===== config.mk =====
export PLATFORM = sky130hd
export DESIGN_NAME = lsm_link_monitor
export DESIGN_NICKNAME = d
export VERILOG_FILES = /design/src/rtl/lsm_pkg.sv /design/src/rtl/lsm_link_monitor.sv /design/src/rtl/lsm_timer.sv /design/src/rtl/lsm_lane_align.sv
export SDC_FILE = /design/constraint.sdc
export NUM_CORES = 1
export LEC_CHECK = 0
export ABC_AREA = 1
export BUFFER_PORTS_ARGS = -buffer_cell sky130_fd_sc_hd__buf_2
export CAP_MARGIN = 20
export CORE_ASPECT_RATIO = 0.5
export CORE_MARGIN = 2
export CORE_UTILIZATION = 30
export DETAILED_ROUTE_END_ITERATION = 6
export PLACE_DENSITY_LB_ADDON = 0.25
export SETUP_SLACK_MARGIN = 0.5
export SLEW_MARGIN = 0
export SYNTH_ARGS = -nofsm -noshare
export SYNTH_HDL_FRONTEND = slang
export SYNTH_SLANG_ARGS = --single-unit

===== constraint.sdc =====
create_clock -name clk -period 3.2 [get_ports clk]
set_input_delay 0.64 -clock clk [delete_from_list [all_inputs] [get_ports clk]]
set_output_delay 0.64 -clock clk [all_outputs]
set_load 0.01 [all_outputs]

===== src/rtl/lsm_pkg.sv =====
// Shared constants, carriers and state type of the link status and init monitor.
package lsm_pkg;

	// Lane count and sync header codes.
	localparam int          NUM_LANES = 4;
	localparam logic [1:0]  HDR_DATA  = 2'h1;
	localparam logic [1:0]  HDR_CTRL  = 2'h2;

	// Block kind field codes known to the receiver.
	localparam logic [7:0]  KIND_IDLE    = 8'h78;
	localparam logic [7:0]  KIND_BOND    = 8'h7C;
	localparam logic [7:0]  KIND_CLKCOMP = 8'h80;
	localparam logic [7:0]  KIND_NFC     = 8'hAA;
	localparam logic [7:0]  KIND_UFC     = 8'h2D;
	localparam logic [7:0]  KIND_SEP     = 8'h1E;
	localparam logic [7:0]  KIND_SEP7    = 8'hE1;
	localparam logic [7:0]  USER_K_KIND [9] = '{8'hD2, 8'h99, 8'h55, 8'hB4, 8'hCC,
		8'h66, 8'h33, 8'h4B, 8'h87};

	// Block alignment thresholds.
	localparam logic [6:0]  LOCK_GOOD_COUNT = 7'h40;
	localparam logic [9:0]  WINDOW_LAST     = 10'h3FF;
	localparam logic [4:0]  BAD_LIMIT       = 5'h10;

	// Timers.
	localparam int          TIMER_W       = 24;
	localparam logic [23:0] TIMER_DEFAULT = 24'h000FFF;
	localparam logic [4:0]  RESET_HOLD    = 5'h10;

	// Register map and fields.
	localparam int          ADDR_W           = 12;
	localparam logic [11:0] REG_CTRL         = 12'h000;
	localparam logic [11:0] REG_STATUS       = 12'h004;
	localparam logic [11:0] REG_SOFTCNT      = 12'h008;
	localparam logic [11:0] REG_TIMER        = 12'h00C;
	localparam int          CTRL_SIMPLEX_BIT = 0;
	localparam int          CTRL_TXSIDE_BIT  = 1;
	localparam int          CTRL_RESTART_BIT = 2;
	localparam logic [1:0]  CTRL_RESET       = 2'h0;
	localparam int          STAT_CHAN_BIT    = 4;
	localparam int          STAT_WAIT_BIT    = 5;
	localparam int          STAT_STATE_POS   = 8;

	// One lane's view of the transceiver.
	typedef struct packed {
		logic       hdrValid;
		logic [1:0] header;
		logic [7:0] kind;
		logic       txBufErr;
		logic       rxBufErr;
		logic       pllLock;
	} lsm_lane_in_type;

	// APB request and answer.
	typedef struct packed {
		logic              psel;
		logic              penable;
		logic              pwrite;
		logic [ADDR_W-1:0] paddr;
		logic [31:0]       pwdata;
	} lsm_apb_req_type;

	typedef struct packed {
		logic        pready;
		logic        pslverr;
		logic [31:0] prdata;
	} lsm_apb_rsp_type;

	typedef enum logic [2:0] {ST_RESET, ST_LANE, ST_BOND, ST_READY, ST_WAIT_REMOTE}
		lsm_init_state_type;

	// True for any control block kind the receiver understands.
	function automatic logic kind_known(input logic [7:0] kind);
		logic hit;
		hit = (kind == KIND_IDLE) || (kind == KIND_BOND) || (kind == KIND_CLKCOMP) ||
			(kind == KIND_NFC) || (kind == KIND_UFC) || (kind == KIND_SEP) ||
			(kind == KIND_SEP7);
		for (int k = 0; k < 9; k++)
			hit = hit || (kind == USER_K_KIND[k]);
		return hit;
	endfunction

endpackage


===== src/rtl/lsm_link_monitor.sv =====
// Link status, error reporting and initialization control for a multi-lane serial link.
// Notes on behaviour
// Recoverable error pulses each cycle errors seen.
// Watch transceivers for faults, raise fatal error.
// Bad-header bursts realign lane, never fatal.
// Fatal error resets device, then reinitializes.
// Transmit buffer overflow or underflow is fatal.
// Receive bonding FIFO over/underflow is fatal.
// Invalid 2-bit sync header is recoverable error.
// Unknown control block kind is recoverable error.
// Initialization starts itself and repeats until usable.
// Per-lane ready bit after lane stage.
// Channel ready only after full initialization.
// Received data qualified only by stream valid.
// No transmit before channel ready.
// No received data until all lanes ready.
// Simplex uses timers to judge partner ready.
// Simplex transmitter sends periodic bonding blocks.
// Simplex link recovers at next bonding block.
// Broken simplex link waits for remote bond.
// Receive side ready before transmit side.
// Simplex transmit lanes ready after 24-bit timer.
// Integrator sizes partner timer for reset order.
// Reset clears both transmit and receive halves.
// Outputs synchronous and cleared during reset.
`timescale 1ns/100ps
module lsm_link_monitor
#(
	parameter logic [23:0] BOND_PERIOD = 24'h002710
)
(
	// Clock and reset.
	input  wire logic                                      clk,
	input  wire logic                                      sys_rst,
	// Register bus.
	input  wire lsm_pkg::lsm_apb_req_type                  apbReq,
	output lsm_pkg::lsm_apb_rsp_type                       apbRsp,
	// Transceiver lanes.
	input  wire lsm_pkg::lsm_lane_in_type [lsm_pkg::NUM_LANES-1:0] laneIn,
	// Receive stream qualifier.
	input  wire logic                                      rxValidIn,
	output logic                                           rxStreamValid,
	// Errors.
	output logic                                           softErr,
	output logic                                           hardErr,
	output logic                                           txHardErr,
	output logic                                           rxHardErr,
	// Readiness.
	output logic [lsm_pkg::NUM_LANES-1:0]                  laneUp,
	output logic                                           channelUp,
	output logic                                           txReady,
	output logic                                           sendBond
);
	import lsm_pkg::*;

	////////////////////////////////////////////////////////////////////////////////
	// Signals.

	lsm_init_state_type     initState;
	lsm_init_state_type     next_initState;
	logic [NUM_LANES-1:0]   locked;
	logic [NUM_LANES-1:0]   slip;
	logic [NUM_LANES-1:0]   badHdr;
	logic [NUM_LANES-1:0]   badKind;
	logic [NUM_LANES-1:0]   bondNow;
	logic [NUM_LANES-1:0]   bondSeen;
	logic                   allLocked;
	logic                   softDet;
	logic                   txFault;
	logic                   rxFault;
	logic                   lockFault;
	logic                   fatalDet;
	logic                   realign;
	logic [4:0]             holdCnt;
	logic                   laneUpTx;
	logic                   linkTimerLoad;
	logic                   linkTimerDone;
	logic                   bondTimerLoad;
	logic                   bondTimerDone;
	logic                   simplexMode;
	logic                   simplexTx;
	logic                   restartReq;
	logic [TIMER_W-1:0]     timerValue;
	logic [31:0]            softCount;
	logic                   apbAccess;
	logic                   apbWrite;
	logic [31:0]            next_prdata;
	logic                   next_pslverr;

	////////////////////////////////////////////////////////////////////////////////
	// Lane alignment and per-lane decode.

	// per-lane alignment
	genvar g;
	generate
		for (g = 0; g < NUM_LANES; g++)
		begin : gLane
			lsm_lane_align uAlign
			(
				.clk      (clk),
				.sys_rst  (sys_rst),
				.restart  (initState == ST_RESET),
				.hdrValid (laneIn[g].hdrValid),
				.header   (laneIn[g].header),
				.locked   (locked[g]),
				.slip     (slip[g])
			);

			// bad sync header
			assign badHdr[g] = laneIn[g].hdrValid && (laneIn[g].header != HDR_DATA) &&
				(laneIn[g].header != HDR_CTRL);
			// unknown block kind
			assign badKind[g] = laneIn[g].hdrValid && (laneIn[g].header == HDR_CTRL) &&
				!kind_known(laneIn[g].kind);
			assign bondNow[g] = laneIn[g].hdrValid && (laneIn[g].header == HDR_CTRL) &&
				(laneIn[g].kind == KIND_BOND);
		end
	endgenerate

	assign allLocked = &locked;
	assign realign   = |slip;

	// Fault summary over all lanes; simplex sides ignore the half they lack.
	always_comb
	begin
		txFault   = 1'b0;
		rxFault   = 1'b0;
		lockFault = 1'b0;
		for (int i = 0; i < NUM_LANES; i++)
		begin
			txFault   = txFault || (laneIn[i].txBufErr && !(simplexMode && !simplexTx));
			rxFault   = rxFault || (laneIn[i].rxBufErr && !(simplexMode && simplexTx));
			lockFault = lockFault || !laneIn[i].pllLock;
		end
	end

	assign softDet  = |(badHdr | badKind);
	assign fatalDet = (txFault || rxFault || lockFault) && (initState != ST_RESET);

	////////////////////////////////////////////////////////////////////////////////
	// Error outputs.

	// recoverable error pulse
	always_ff @(posedge clk)
	begin
		softErr <= !sys_rst && softDet;
	end

	// fatal error outputs
	// transmit side fault
	// receive side fault
	always_ff @(posedge clk)
	begin
		hardErr   <= !sys_rst && fatalDet;
		txHardErr <= !sys_rst && fatalDet && txFault;
		rxHardErr <= !sys_rst && fatalDet && rxFault;
	end

	////////////////////////////////////////////////////////////////////////////////
	// Timers for simplex operation.

	// partner timer
	lsm_timer uLinkTimer
	(
		.clk       (clk),
		.sys_rst   (sys_rst),
		.load      (linkTimerLoad),
		.loadValue (timerValue),
		.done      (linkTimerDone)
	);

	// bond period timer
	lsm_timer uBondTimer
	(
		.clk       (clk),
		.sys_rst   (sys_rst),
		.load      (bondTimerLoad),
		.loadValue (BOND_PERIOD),
		.done      (bondTimerDone)
	);

	// Bond timer reloads in the reset state and restarts after each expiry, in every mode.
	assign bondTimerLoad = (initState == ST_RESET) || bondTimerDone;

	////////////////////////////////////////////////////////////////////////////////
	// Initialization state machine.

	// self-starting initialization
	always_comb
	begin
		next_initState = initState;
		case (initState)
			ST_RESET:
				if (holdCnt == RESET_HOLD - 5'h1)
					next_initState = ST_LANE;
			ST_LANE:
				if (simplexMode && simplexTx ? linkTimerDone && !linkTimerLoad : allLocked)
					next_initState = ST_BOND;
			ST_BOND:
				if (simplexMode && simplexTx)
				begin
					if (linkTimerDone && !linkTimerLoad) // Skip the expiry of the lane stage.
						next_initState = ST_READY;
				end
				else if (!allLocked)
					next_initState = ST_LANE;
				else if (&(bondSeen | bondNow))
					next_initState = ST_READY;
			ST_READY:
				// leave ready on break
				if (!(simplexMode && simplexTx) && !allLocked)
					next_initState = simplexMode ? ST_WAIT_REMOTE : ST_LANE;
			ST_WAIT_REMOTE:
				// recover on bond block
				if (allLocked && |bondNow)
					next_initState = ST_READY;
			default:
				next_initState = ST_RESET;
		endcase
		// self reset on fatal error
		if (fatalDet || restartReq)
			next_initState = ST_RESET;
	end

	// reset clears both halves
	always_ff @(posedge clk)
	begin
		if (sys_rst)
			initState <= ST_RESET;
		else
			initState <= next_initState;
	end

	// Hold count spent in the reset state before lanes are watched.
	always_ff @(posedge clk)
	begin
		if (sys_rst || initState != ST_RESET)
			holdCnt <= '0;
		else
			holdCnt <= holdCnt + 1'b1;
	end

	// timer reloads on stage entry
	always_ff @(posedge clk)
	begin
		linkTimerLoad <= !sys_rst && (next_initState != initState) &&
			(next_initState == ST_LANE || next_initState == ST_BOND);
	end

	// Bond blocks collected per lane during the bonding stage.
	always_ff @(posedge clk)
	begin
		if (sys_rst || initState != ST_BOND)
			bondSeen <= '0;
		else
			bondSeen <= bondSeen | bondNow;
	end

	// simplex transmit lanes ready on timer expiry
	always_ff @(posedge clk)
	begin
		if (sys_rst || initState == ST_RESET)
			laneUpTx <= 1'b0;
		else if (initState == ST_LANE && linkTimerDone && !linkTimerLoad)
			laneUpTx <= 1'b1;
	end

	////////////////////////////////////////////////////////////////////////////////
	// Readiness and data gating outputs.

	// per-lane ready vector
	// cleared in reset
	always_ff @(posedge clk)
	begin
		for (int i = 0; i < NUM_LANES; i++)
			laneUp[i] <= !sys_rst && initState != ST_RESET &&
				(simplexMode && simplexTx ? laneUpTx : locked[i]);
	end

	// channel ready after full init
	// transmit gated by channel ready
	always_ff @(posedge clk)
	begin
		channelUp <= !sys_rst && next_initState == ST_READY && initState == ST_READY;
		txReady   <= !sys_rst && next_initState == ST_READY && initState == ST_READY &&
			!(simplexMode && !simplexTx);
	end

	// receive gated by all lanes
	// stream valid is the only qualifier
	always_ff @(posedge clk)
	begin
		rxStreamValid <= !sys_rst && rxValidIn && allLocked && initState != ST_RESET &&
			initState != ST_WAIT_REMOTE && !(simplexMode && simplexTx);
	end

	// periodic bonding block request
	always_ff @(posedge clk)
	begin
		sendBond <= !sys_rst && simplexMode && simplexTx && initState != ST_RESET &&
			bondTimerDone;
	end

	////////////////////////////////////////////////////////////////////////////////
	// APB register slave with one wait state.

	assign apbAccess = apbReq.psel && apbReq.penable && apbRsp.pready;
	assign apbWrite  = apbAccess && apbReq.pwrite;

	// Read data and error for the addressed word.
	always_comb
	begin
		next_prdata  = '0;
		next_pslverr = 1'b0;
		case (apbReq.paddr)
			REG_CTRL:
			begin
				next_prdata[CTRL_SIMPLEX_BIT] = simplexMode;
				next_prdata[CTRL_TXSIDE_BIT]  = simplexTx;
			end
			REG_STATUS:
			begin
				next_prdata[NUM_LANES-1:0] = laneUp;
				next_prdata[STAT_CHAN_BIT]  = channelUp;
				next_prdata[STAT_WAIT_BIT]  = (initState == ST_WAIT_REMOTE);
				next_prdata[STAT_STATE_POS +: 3] = initState;
			end
			REG_SOFTCNT:
				next_prdata = softCount;
			REG_TIMER:
				next_prdata[TIMER_W-1:0] = timerValue;
			default:
				next_pslverr = 1'b1;
		endcase
	end

	// Answer one cycle into the access phase.
	always_ff @(posedge clk)
	begin
		if (sys_rst)
			apbRsp <= '0;
		else
		begin
			apbRsp.pready  <= apbReq.psel && apbReq.penable && !apbRsp.pready;
			apbRsp.pslverr <= next_pslverr;
			apbRsp.prdata  <= next_prdata;
		end
	end

	// Control and timer registers.
	always_ff @(posedge clk)
	begin
		restartReq <= 1'b0;
		if (sys_rst)
		begin
			{simplexTx, simplexMode} <= CTRL_RESET;
			timerValue               <= TIMER_DEFAULT;
		end
		else if (apbWrite && apbReq.paddr == REG_CTRL)
		begin
			simplexMode <= apbReq.pwdata[CTRL_SIMPLEX_BIT];
			simplexTx   <= apbReq.pwdata[CTRL_TXSIDE_BIT];
			restartReq  <= apbReq.pwdata[CTRL_RESTART_BIT];
		end
		else if (apbWrite && apbReq.paddr == REG_TIMER)
			timerValue <= apbReq.pwdata[TIMER_W-1:0];
	end

	// Soft error counter; a new error wins over a clearing write.
	always_ff @(posedge clk)
	begin
		if (sys_rst)
			softCount <= '0;
		else if (apbWrite && apbReq.paddr == REG_SOFTCNT)
			softCount <= {31'h0, softDet};
		else if (softDet && softCount != 32'hFFFFFFFF)
			softCount <= softCount + 32'h1;
	end

	////////////////////////////////////////////////////////////////////////////////
	// Assertions.

	a_soft_bad_hdr: assert property (@(posedge clk) disable iff (sys_rst)
		|badHdr |=> softErr)
		else $error("bad sync header gave no soft error");

	a_soft_bad_kind: assert property (@(posedge clk) disable iff (sys_rst)
		|badKind && !fatalDet |=> softErr && !hardErr)
		else $error("unknown block kind mishandled");

	a_tx_fault_out: assert property (@(posedge clk) disable iff (sys_rst)
		txFault && initState != ST_RESET |=> txHardErr && hardErr)
		else $error("transmit buffer fault not reported");

	a_rx_fault_out: assert property (@(posedge clk) disable iff (sys_rst)
		rxFault && initState != ST_RESET |=> rxHardErr && hardErr)
		else $error("receive buffer fault not reported");

	a_fatal_restart: assert property (@(posedge clk) disable iff (sys_rst)
		fatalDet |=> initState == ST_RESET && !channelUp ##1 !channelUp)
		else $error("fatal error did not restart initialization");

	a_slip_not_fatal: assert property (@(posedge clk) disable iff (sys_rst)
		realign && !fatalDet |=> !hardErr)
		else $error("realignment reported as fatal");

	a_tx_after_up: assert property (@(posedge clk) disable iff (sys_rst)
		txReady |-> channelUp)
		else $error("transmit allowed before channel ready");

	a_rx_lanes_up: assert property (@(posedge clk) disable iff (sys_rst)
		rxStreamValid |-> $past(allLocked))
		else $error("data delivered before all lanes ready");

	a_chan_full_init: assert property (@(posedge clk) disable iff (sys_rst)
		$rose(channelUp) |-> $past(initState, 2) != ST_RESET && $past(initState) == ST_READY)
		else $error("channel ready before initialization ended");

	a_wait_remote: assert property (@(posedge clk) disable iff (sys_rst)
		initState == ST_READY && simplexMode && !simplexTx && !allLocked && !fatalDet &&
		!restartReq |=> initState == ST_WAIT_REMOTE ##1 !channelUp)
		else $error("broken simplex link did not wait for remote");

	a_reset_clears: assert property (@(posedge clk)
		$past(sys_rst) |-> !softErr && !hardErr && !channelUp && laneUp == '0 && !txReady)
		else $error("outputs not cleared by reset");

endmodule // lsm_link_monitor


===== src/rtl/lsm_timer.sv =====
// One-shot 24-bit down counter with a held done flag.
`timescale 1ns/100ps
module lsm_timer
(
	// Clock and reset.
	input  wire logic                        clk,
	input  wire logic                        sys_rst,
	// Control.
	input  wire logic                        load,
	input  wire logic [lsm_pkg::TIMER_W-1:0] loadValue,
	// Status.
	output logic                             done
);
	import lsm_pkg::*;

	logic [TIMER_W-1:0] count;
	logic               armed;

	// Counts down after a load and raises done when zero is reached.
	always_ff @(posedge clk)
	begin
		if (sys_rst || load)
		begin
			count <= sys_rst ? '0 : loadValue;
			armed <= !sys_rst;
			done  <= 1'b0;
		end
		else if (armed)
		begin
			if (count == '0)
			begin
				armed <= 1'b0;
				done  <= 1'b1;
			end
			else
				count <= count - 1'b1;
		end
	end

endmodule // lsm_timer


===== src/rtl/lsm_lane_align.sv =====
// Per-lane block alignment machine working on received sync headers.
`timescale 1ns/100ps
module lsm_lane_align
(
	// Clock and reset.
	input  wire logic       clk,
	input  wire logic       sys_rst,
	input  wire logic       restart,
	// Header stream.
	input  wire logic       hdrValid,
	input  wire logic [1:0] header,
	// Alignment state.
	output logic            locked,
	output logic            slip
);
	import lsm_pkg::*;

	logic       hdrGood;
	logic [6:0] goodCnt;
	logic [9:0] winCnt;
	logic [4:0] badCnt;

	assign hdrGood = (header == HDR_DATA) || (header == HDR_CTRL);

	// realign on bad bursts
	always_ff @(posedge clk)
	begin
		slip <= 1'b0;
		if (sys_rst || restart)
		begin
			locked  <= 1'b0;
			goodCnt <= '0;
			winCnt  <= '0;
			badCnt  <= '0;
		end
		else if (hdrValid && !locked)
		begin
			goodCnt <= hdrGood ? goodCnt + 1'b1 : '0;
			slip    <= !hdrGood;
			locked  <= hdrGood && (goodCnt == LOCK_GOOD_COUNT - 7'h1);
		end
		else if (hdrValid)
		begin
			winCnt <= (winCnt == WINDOW_LAST) ? '0 : winCnt + 1'b1;
			if (!hdrGood && (badCnt == BAD_LIMIT - 5'h1))
			begin
				locked  <= 1'b0;
				slip    <= 1'b1;
				goodCnt <= '0;
				winCnt  <= '0;
				badCnt  <= '0;
			end
			else if (winCnt == WINDOW_LAST)
				badCnt <= '0;
			else if (!hdrGood)
				badCnt <= badCnt + 1'b1;
		end
	end

	// lock lost on burst
	a_burst_unlock: assert property (@(posedge clk) disable iff (sys_rst || restart)
		locked && hdrValid && !hdrGood && badCnt == BAD_LIMIT - 5'h1 |=> !locked && slip)
		else $error("alignment kept lock after a bad header burst");

endmodule // lsm_lane_align


==> key figures, run 1 <==
Outcome
  – Status: complete, no violations

Placed design
  – Setup WS pre-CTS: 0.5247 ns
  – Port Buf Inserts: 143
  – HPWL reported at the end of detailed placement: 28160 um
  – Routability congestion estimate from global placement: 0.8982

STA
  – Post-Route Skew: 0.02901 ns
  – Tcrit/Tclk final: 76.73%
  – Sum Neg Setup Slack: 0 ns
  – Final count of negative-setup-slack endpoints: 0
  – Worst-Margin Slew: 0.6207 ns
  – RSZ-0062 raised after global routing: false
  – Fin crit period: 2.455 ns
  – Slew headroom: 58.52%
  – Setup WS post-layout: 0.7447 ns
  – Final hold slack: 0.2951 ns
  – Fin. max-slew vios: 0
  – Fmax: 0.4073 GHz
  – Hold Vio Cnt, Final: 0

Hold path
  – Hold-critical path depth: 3
  – HP Class: in -> reg
  – Hold Path Sink: timerValue[3]
  – Hold_sp: apbReq[3]

Clocking
  – Root buffer cell: clkbuf_16
  – TritonCTS clock tree: built
  – CTS clock-pin slew for the worst setup and hold paths: 0.07 ns
  – Maximum root-to-sink buffer count: 3
  – Cts bufs inserted: 26
  – Worst-Skew Late Latency: 0.56 ns
  – CTS H-tree lvls: 1
  – CTS Sinks: 263

Critical path
  – Critical path type: reg -> reg
  – Critical Path RT: 3.50 ns
  – Reg2Reg Setup Slack: 0.74 ns
  – Worst reg2reg path startpoint: uLinkTimer.count[0]
  – Crit path launch: uLinkTimer.count[0]
  – R2R depth: 12
  – Reg2reg end: uLinkTimer.count[20]
  – Worst setup SP type: register
  – CP endpoint kind: register
  – Crit path DAT: 2.76 ns
  – Critical path peak fanout: 6

Yosys
  – Net Count, Synth: 2123
  – Post-synth EDFFs: 48
  – Synth warn: 0
  – Synth top area share: 30.73%
  – Mapped Cells: 1988
  – Synth async-reset ratio: 0%
  – Sequential area share after synthesis: 41.02%
  – Synth Cell Area: 14010 um2
  – Synth top area cells: dfxtp_1, nand2_1, edfxtp_1, nor2_1, inv_1
  – Dominant synthesized flop cell: dfxtp_1
  – Post-synth top cells: nand2_1, nor2_1, inv_1, dfxtp_1, a21oi_1
  – Synthesized flop and latch total: 263
  – Count leader, synth: nand2_1
  – Yosys cell types: 50
  – Syn avg cell area: 7.046 um2
  – Cell taking the most area after synthesis: dfxtp_1

Pwr
  – P_leak: 6.689 nW
  – Worst VDD drop: 0.0003267 V
  – Pwr per Cell Area: 431.4 nW/um2

Global routing
  – First-pass GRT wire length: 60380 um
  – Vias in the first global route: 12170
  – Grt ovf: 0
  – GRT Overall Usage: 15.23%
  – Initial antenna violation count: 3
  – Largest net degree at the start of global routing: 44

Routing
  – Post-DRT Antenna Nets: 0
  – Via count of the routed design: 12750
  – Via/cell ratio: 4.582
  – DRT iter0 DRCs: 739
  – DR DRC count: 0
  – Wire per inst: 13.26 um
  – DRT Pass-1 Iters: 5
  – Final wirelength: 36890 um

Cells and area
  – Layout cells sized above 1: 11.29%
  – Area grow syn2layout: 16.28%
  – Nets: 2269
  – Final core occ: 35.70%
  – Fill cells: 4860

Floorplan
  – I/O Pins: 152
  – Die width: 309.6 um
  – Die area: 48540 um2
  – Row cnt: 55
  – Core Box Area: 45630 um2
  – Die height: 156.8 um
  – Initial core utilization: 30.70%

Flow run
  – Max Cap Viol: 0
## power breakdown
group	internal, W	switching (W)
Combinational	0.000147	0.000280
Sequential	0.00340	0.0000320
Clock	0.00183	0.00134
Total	0.00538	0.00165
## critical path, cell delays in order, from the launching register on
cell and delay, ns:
edfxtp_1 0.51, inv_1 0.10, ha_1 0.26, nand2_1 0.15, nor2_2 0.22, nand4_1 0.18
nor2_1 0.12, nand2_1 0.09, nor2_1 0.18, nand3_1 0.12, xor2_1 0.16, nand2_1 0.06
o21ai_1 0.06
## final cells by class
type / instances / area [um2] / area share (%)
inverters: 268 / 1008 / 6.192
repair buffers: 158 / 840.8 / 5.162
well taps: 627 / 784.5 / 4.817
diodes: 3 / 7.507 / 0.04609
multi-input cells: 1417 / 7034 / 43.19
clock buffers: 40 / 774.5 / 4.755
flip-flops and latches: 263 / 5746 / 35.28
clock inverters: 6 / 91.34 / 0.5608
## cells in the final DEF, fill, tap and decap left out, types with 29 or more instances in the layout
| master | count |
|---|---|
| inv_1 | 259 |
| a21oi_1 | 124 |
| buf_2 | 143 |
| nor2_1 | 294 |
| nand3_1 | 108 |
| xor2_1 | 56 |
| o21ai_0 | 79 |
| nand2_1 | 486 |
| dfxtp_1 | 215 |
| nor3_1 | 61 |
| ha_1 | 29 |
| edfxtp_1 | 48 |
## registers in the layout, indices dropped and copies added, names as in the netlist, 4 cells and up
name and flops:
uBondTimer.count 24, holdCnt 5, softCount 32, gLane.uAlign.goodCnt 28, timerValue 24, gLane.uAlign.locked 4
uLinkTimer.count 24, bondSeen 4, gLane.uAlign.winCnt 40, apbRsp 34, laneUp 4, gLane.uAlign.badCnt 20
## metal layers
metal / part of all wire (%) / GRT usage [%] / routed length [um] / up-vias
li1: - / - / - / 6748
met4: 3.1 / 4.901 / 1140 / 0
met3: 3.1 / 2.099 / 1146 / 57
met1: 46 / 19.04 / 16850 / 5764
met5: 0 / 0 / 0 / -
met2: 48 / 27.05 / 17760 / 177
## repair_timing
item | in CTS | in global routing
endpoints found under the setup margin | 0 | 24
buffers inserted | 0 | 1
hold buffers | 0 | 0
gates resized for setup | 0 | 0
## how the worst max path moves through the flow
stage,end,cells past startpoint
final,uLinkTimer.count[20],12
after global routing,uBondTimer.count[14],14
after CTS,uBondTimer.count[14],14
after detailed placement,softCount[17],11
after global placement,timerValue[15],11
after floorplan,uBondTimer.count[0],13
## per-stage QoR
stage | cells | power, W | instance area, um2
2_1_floorplan | 1988 | 0.003774 | 14010
5_1_grt | 2780 | 0.007321 | 16280
3_3_place_gp | 2732 | 0.003933 | 15410
6_report | 2782 | 0.007026 | 16290
4_1_cts | 2778 | 0.007127 | 16270
3_5_place_dp | 2732 | 0.003937 | 15410
## kinds of logic (layout without fill, tap and decap cells)
group           Yosys count  after routing  share of synthesized area, %
buf+inv                 308            472                         8.763
compound gates          278            278                         11.54
xor+xnor                 67             67                         4.189
other cells               0              3                             0
flops                   263            263                         41.02
simple gates           1043           1043                         31.90
fa+ha+maj                29             29                         2.590
(Power assumes the default switching activity.)
==> run 2, diff against run 1 <==
- clock period: 3.2 -> 2.3 ns (I/O delays scaled with it)
==> key figures, run 2 (synthesis results as in run 1) <==
Outcome
  – Status: complete, no violations (unchanged)

Cells and area
  – Area grow syn2layout: 35.35% (was 16.28%)
  – Nets: 2415 (was 2269)
  – Final core occ: 41.55% (was 35.70%)
  – Biggest register: gLane.uAlign.winCnt (unchanged)
  – Fill cells: 4643 (was 4860)
  – Multi-input gate area: 8238 um2 (was 7034 um2)
  – Max reg flops: 40 (unchanged)
  – Commonest non-fill, non-tap cell in the layout: nand2_1 (unchanged)
  – Commonest cells after routing, fill and taps aside: nand2_1, nor2_1, inv_1 (unchanged)
  – FF+latch area: 5793 um2 (was 5746 um2)
  – Layout cells sized above 1: 27.65% (was 11.29%)
  – Largest regs: gLane.uAlign.winCnt: 40 flops, apbRsp: 34 flops, softCount: 32 flops (unchanged)
  – Non-Filler Instances: 2930 (was 2782)

Pwr
  – Internal: 0.007697 W (was 0.005376 W)
  – Sequential power share: 46.8% (was 48.9%)
  – Worst VDD drop: 0.0005929 V (was 0.0003267 V)
  – Tot Pwr: 0.01022 W (was 0.007026 W)
  – Clock Power Share: 44.0% (was 45.0%)
  – Pwr per Cell Area: 539.0 nW/um2 (was 431.4 nW/um2)
  – P_sw: 0.002522 W (was 0.001650 W)
  – P_leak: 8.095 nW (was 6.689 nW)
  – Sw Share: 24.68% (was 23.48%)
  – Comb power frac: 9.2% (was 6.1%)

Placed design
  – Post-placement cell count: 2788 (was 2732)
  – HPWL reported at the end of detailed placement: 29680 um (was 28160 um)
  – Routability congestion estimate from global placement: 0.9156 (was 0.8982)
  – Port Buf Inserts: 143 (unchanged)

Floorplan
  – I/O Pins: 152 (unchanged)
  – Die height: 156.8 um (unchanged)
  – Initial core utilization: 30.70% (unchanged)
  – Die area: 48540 um2 (unchanged)
  – Die width: 309.6 um (unchanged)
  – Row cnt: 55 (unchanged)
  – Core Box Area: 45630 um2 (unchanged)

STA
  – Hold Vio Cnt, Final: 0 (unchanged)
  – Post-Route Skew: 0.03285 ns (was 0.02901 ns)
  – Worst-Margin Slew: 0.5009 ns (was 0.6207 ns)
  – Fmax: 0.4712 GHz (was 0.4073 GHz)
  – RSZ-0062 raised after global routing: true (was false)
  – Fin crit period: 2.122 ns (was 2.455 ns)
  – Final count of negative-setup-slack endpoints: 0 (unchanged)
  – Fin. max-slew vios: 0 (unchanged)
  – Slew headroom: 66.61% (was 58.52%)
  – Tcrit/Tclk final: 92.27% (was 76.73%)
  – Sum Neg Setup Slack: 0 ns (unchanged)

Global routing
  – Largest net degree at the start of global routing: 31 (was 44)
  – First-pass GRT wire length: 64470 um (was 60380 um)
  – GRT Overall Usage: 16.44% (was 15.23%)
  – Initial antenna violation count: 4 (was 3)
  – Vias in the first global route: 12620 (was 12170)
  – Grt ovf: 0 (unchanged)

Clocking
  – Worst-Skew Late Latency: 0.57 ns (was 0.56 ns)
  – Cts bufs inserted: 28 (was 26)
  – Maximum root-to-sink buffer count: 3 (unchanged)
  – Root buffer cell: clkbuf_16 (unchanged)
  – CTS Sinks: 263 (unchanged)
  – CTS H-tree lvls: 1 (unchanged)
  – CTS clock-pin slew for the worst setup and hold paths: 0.07 ns (about the same)
  – TritonCTS clock tree: built (unchanged)

Critical path
  – Critical path type: reg -> reg (unchanged)
  – Critical Path RT: 2.62 ns (was 3.50 ns)
  – Worst setup SP type: register (unchanged)
  – CP endpoint kind: register (unchanged)
  – Critical path peak fanout: 3 (was 6)
  – Crit path DAT: 2.45 ns (was 2.76 ns)

Routing
  – Via/cell ratio: 4.679 (was 4.582)
  – DR DRC count: 0 (unchanged)
  – Post-DRT Antenna Nets: 0 (unchanged)
  – DRT iter0 DRCs: 851 (was 739)
  – Final wirelength: 42030 um (was 36890 um)
  – Wire per inst: 14.34 um (was 13.26 um)
  – DRT Pass-1 Iters: 5 (unchanged)
  – Via count of the routed design: 13710 (was 12750)

Flow run
  – Max Cap Viol: 0 (unchanged)

Hold path
  – HP Class: in -> reg (unchanged)
==> run 2: repair_timing <==
| action | in CTS | in global routing |
|---|---|---|
| resized for setup | 96 | 261 |
| cloned | 9 | 5 |
| setup endpoints to repair | 117 | 198 |
| hold buffers | 0 | 0 |
| setup buffers | 49 | 26 |
| pin swaps | 38 | 74 |
==> run 2: routing by layer <==
layer	vias up	global-route usage (%)	part of all wire, %
met4	2	4.947	2.7
met2	251	27.99	48
li1	7046	-	-
met1	6341	21.44	46
met5	-	0	0.026
met3	69	2.573	3.8
==> run 2: worst paths after layout <==
| kind | start | end | slack, ns | depth (start not counted) |
|---|---|---|---|---|
| min | apbReq[4] | timerValue[4] | 0.10 | 3 |
| min reg2reg | apbRsp[33] | apbRsp[33] | 0.44 | 1 |
| max reg2reg | uBondTimer.count[1] | uBondTimer.count[23] | 0.18 | 15 |
| max | uBondTimer.count[1] | uBondTimer.count[23] | 0.18 | 15 |
==> run 2: layout make-up <==
class,instances,area share [%]
inverters,268,5.392
flip-flops and latches,263,30.56
clock buffers,39,4.290
multi-input cells,1422,43.45
well taps,627,4.138
clock inverters,11,0.4356
repair buffers,296,11.67
repair inverters,1,0.02640
diodes,3,0.03960
==> run 2: worst max-delay path, stage by stage, from the launching register on <==
cell	delay [ns]
edfxtp_1	0.41
buf_6	0.14
nor2_4	0.08
inv_2	0.05
nor2_4	0.10
inv_2	0.06
nor2_4	0.14
nand2_4	0.08
nor3_4	0.22
nand2_2	0.09
inv_2	0.07
nand2_2	0.05
nor2_1	0.11
nand2_1	0.07
xor2_1	0.13
nor2_1	0.05
==> run 2: stage by stage <==
| stage | worst slack (ns) | area [um2] | hold WS, ns |
|---|---|---|---|
| CTS | 0.1349 | 17800 | 0.08436 |
| global route | 0.03570 | 18960 | 0.09550 |
| detailed placement | 0.02537 | 16010 | 0.4306 |
| floorplan | 0.2005 | 14160 | 0.4179 |
| finish | 0.1778 | 18960 | 0.1031 |
| global placement | 0.04900 | 16010 | 0.4349 |
==> run 2: power groups by stage <==
stage               clock network [W]  registers, W  logic (W)
floorplan                           0       0.00487   0.000391
global placement                    0       0.00488   0.000659
detailed placement                  0       0.00488   0.000663
CTS                           0.00462       0.00478   0.000824
global route                  0.00479       0.00479    0.00102
finish                        0.00450       0.00478   0.000938
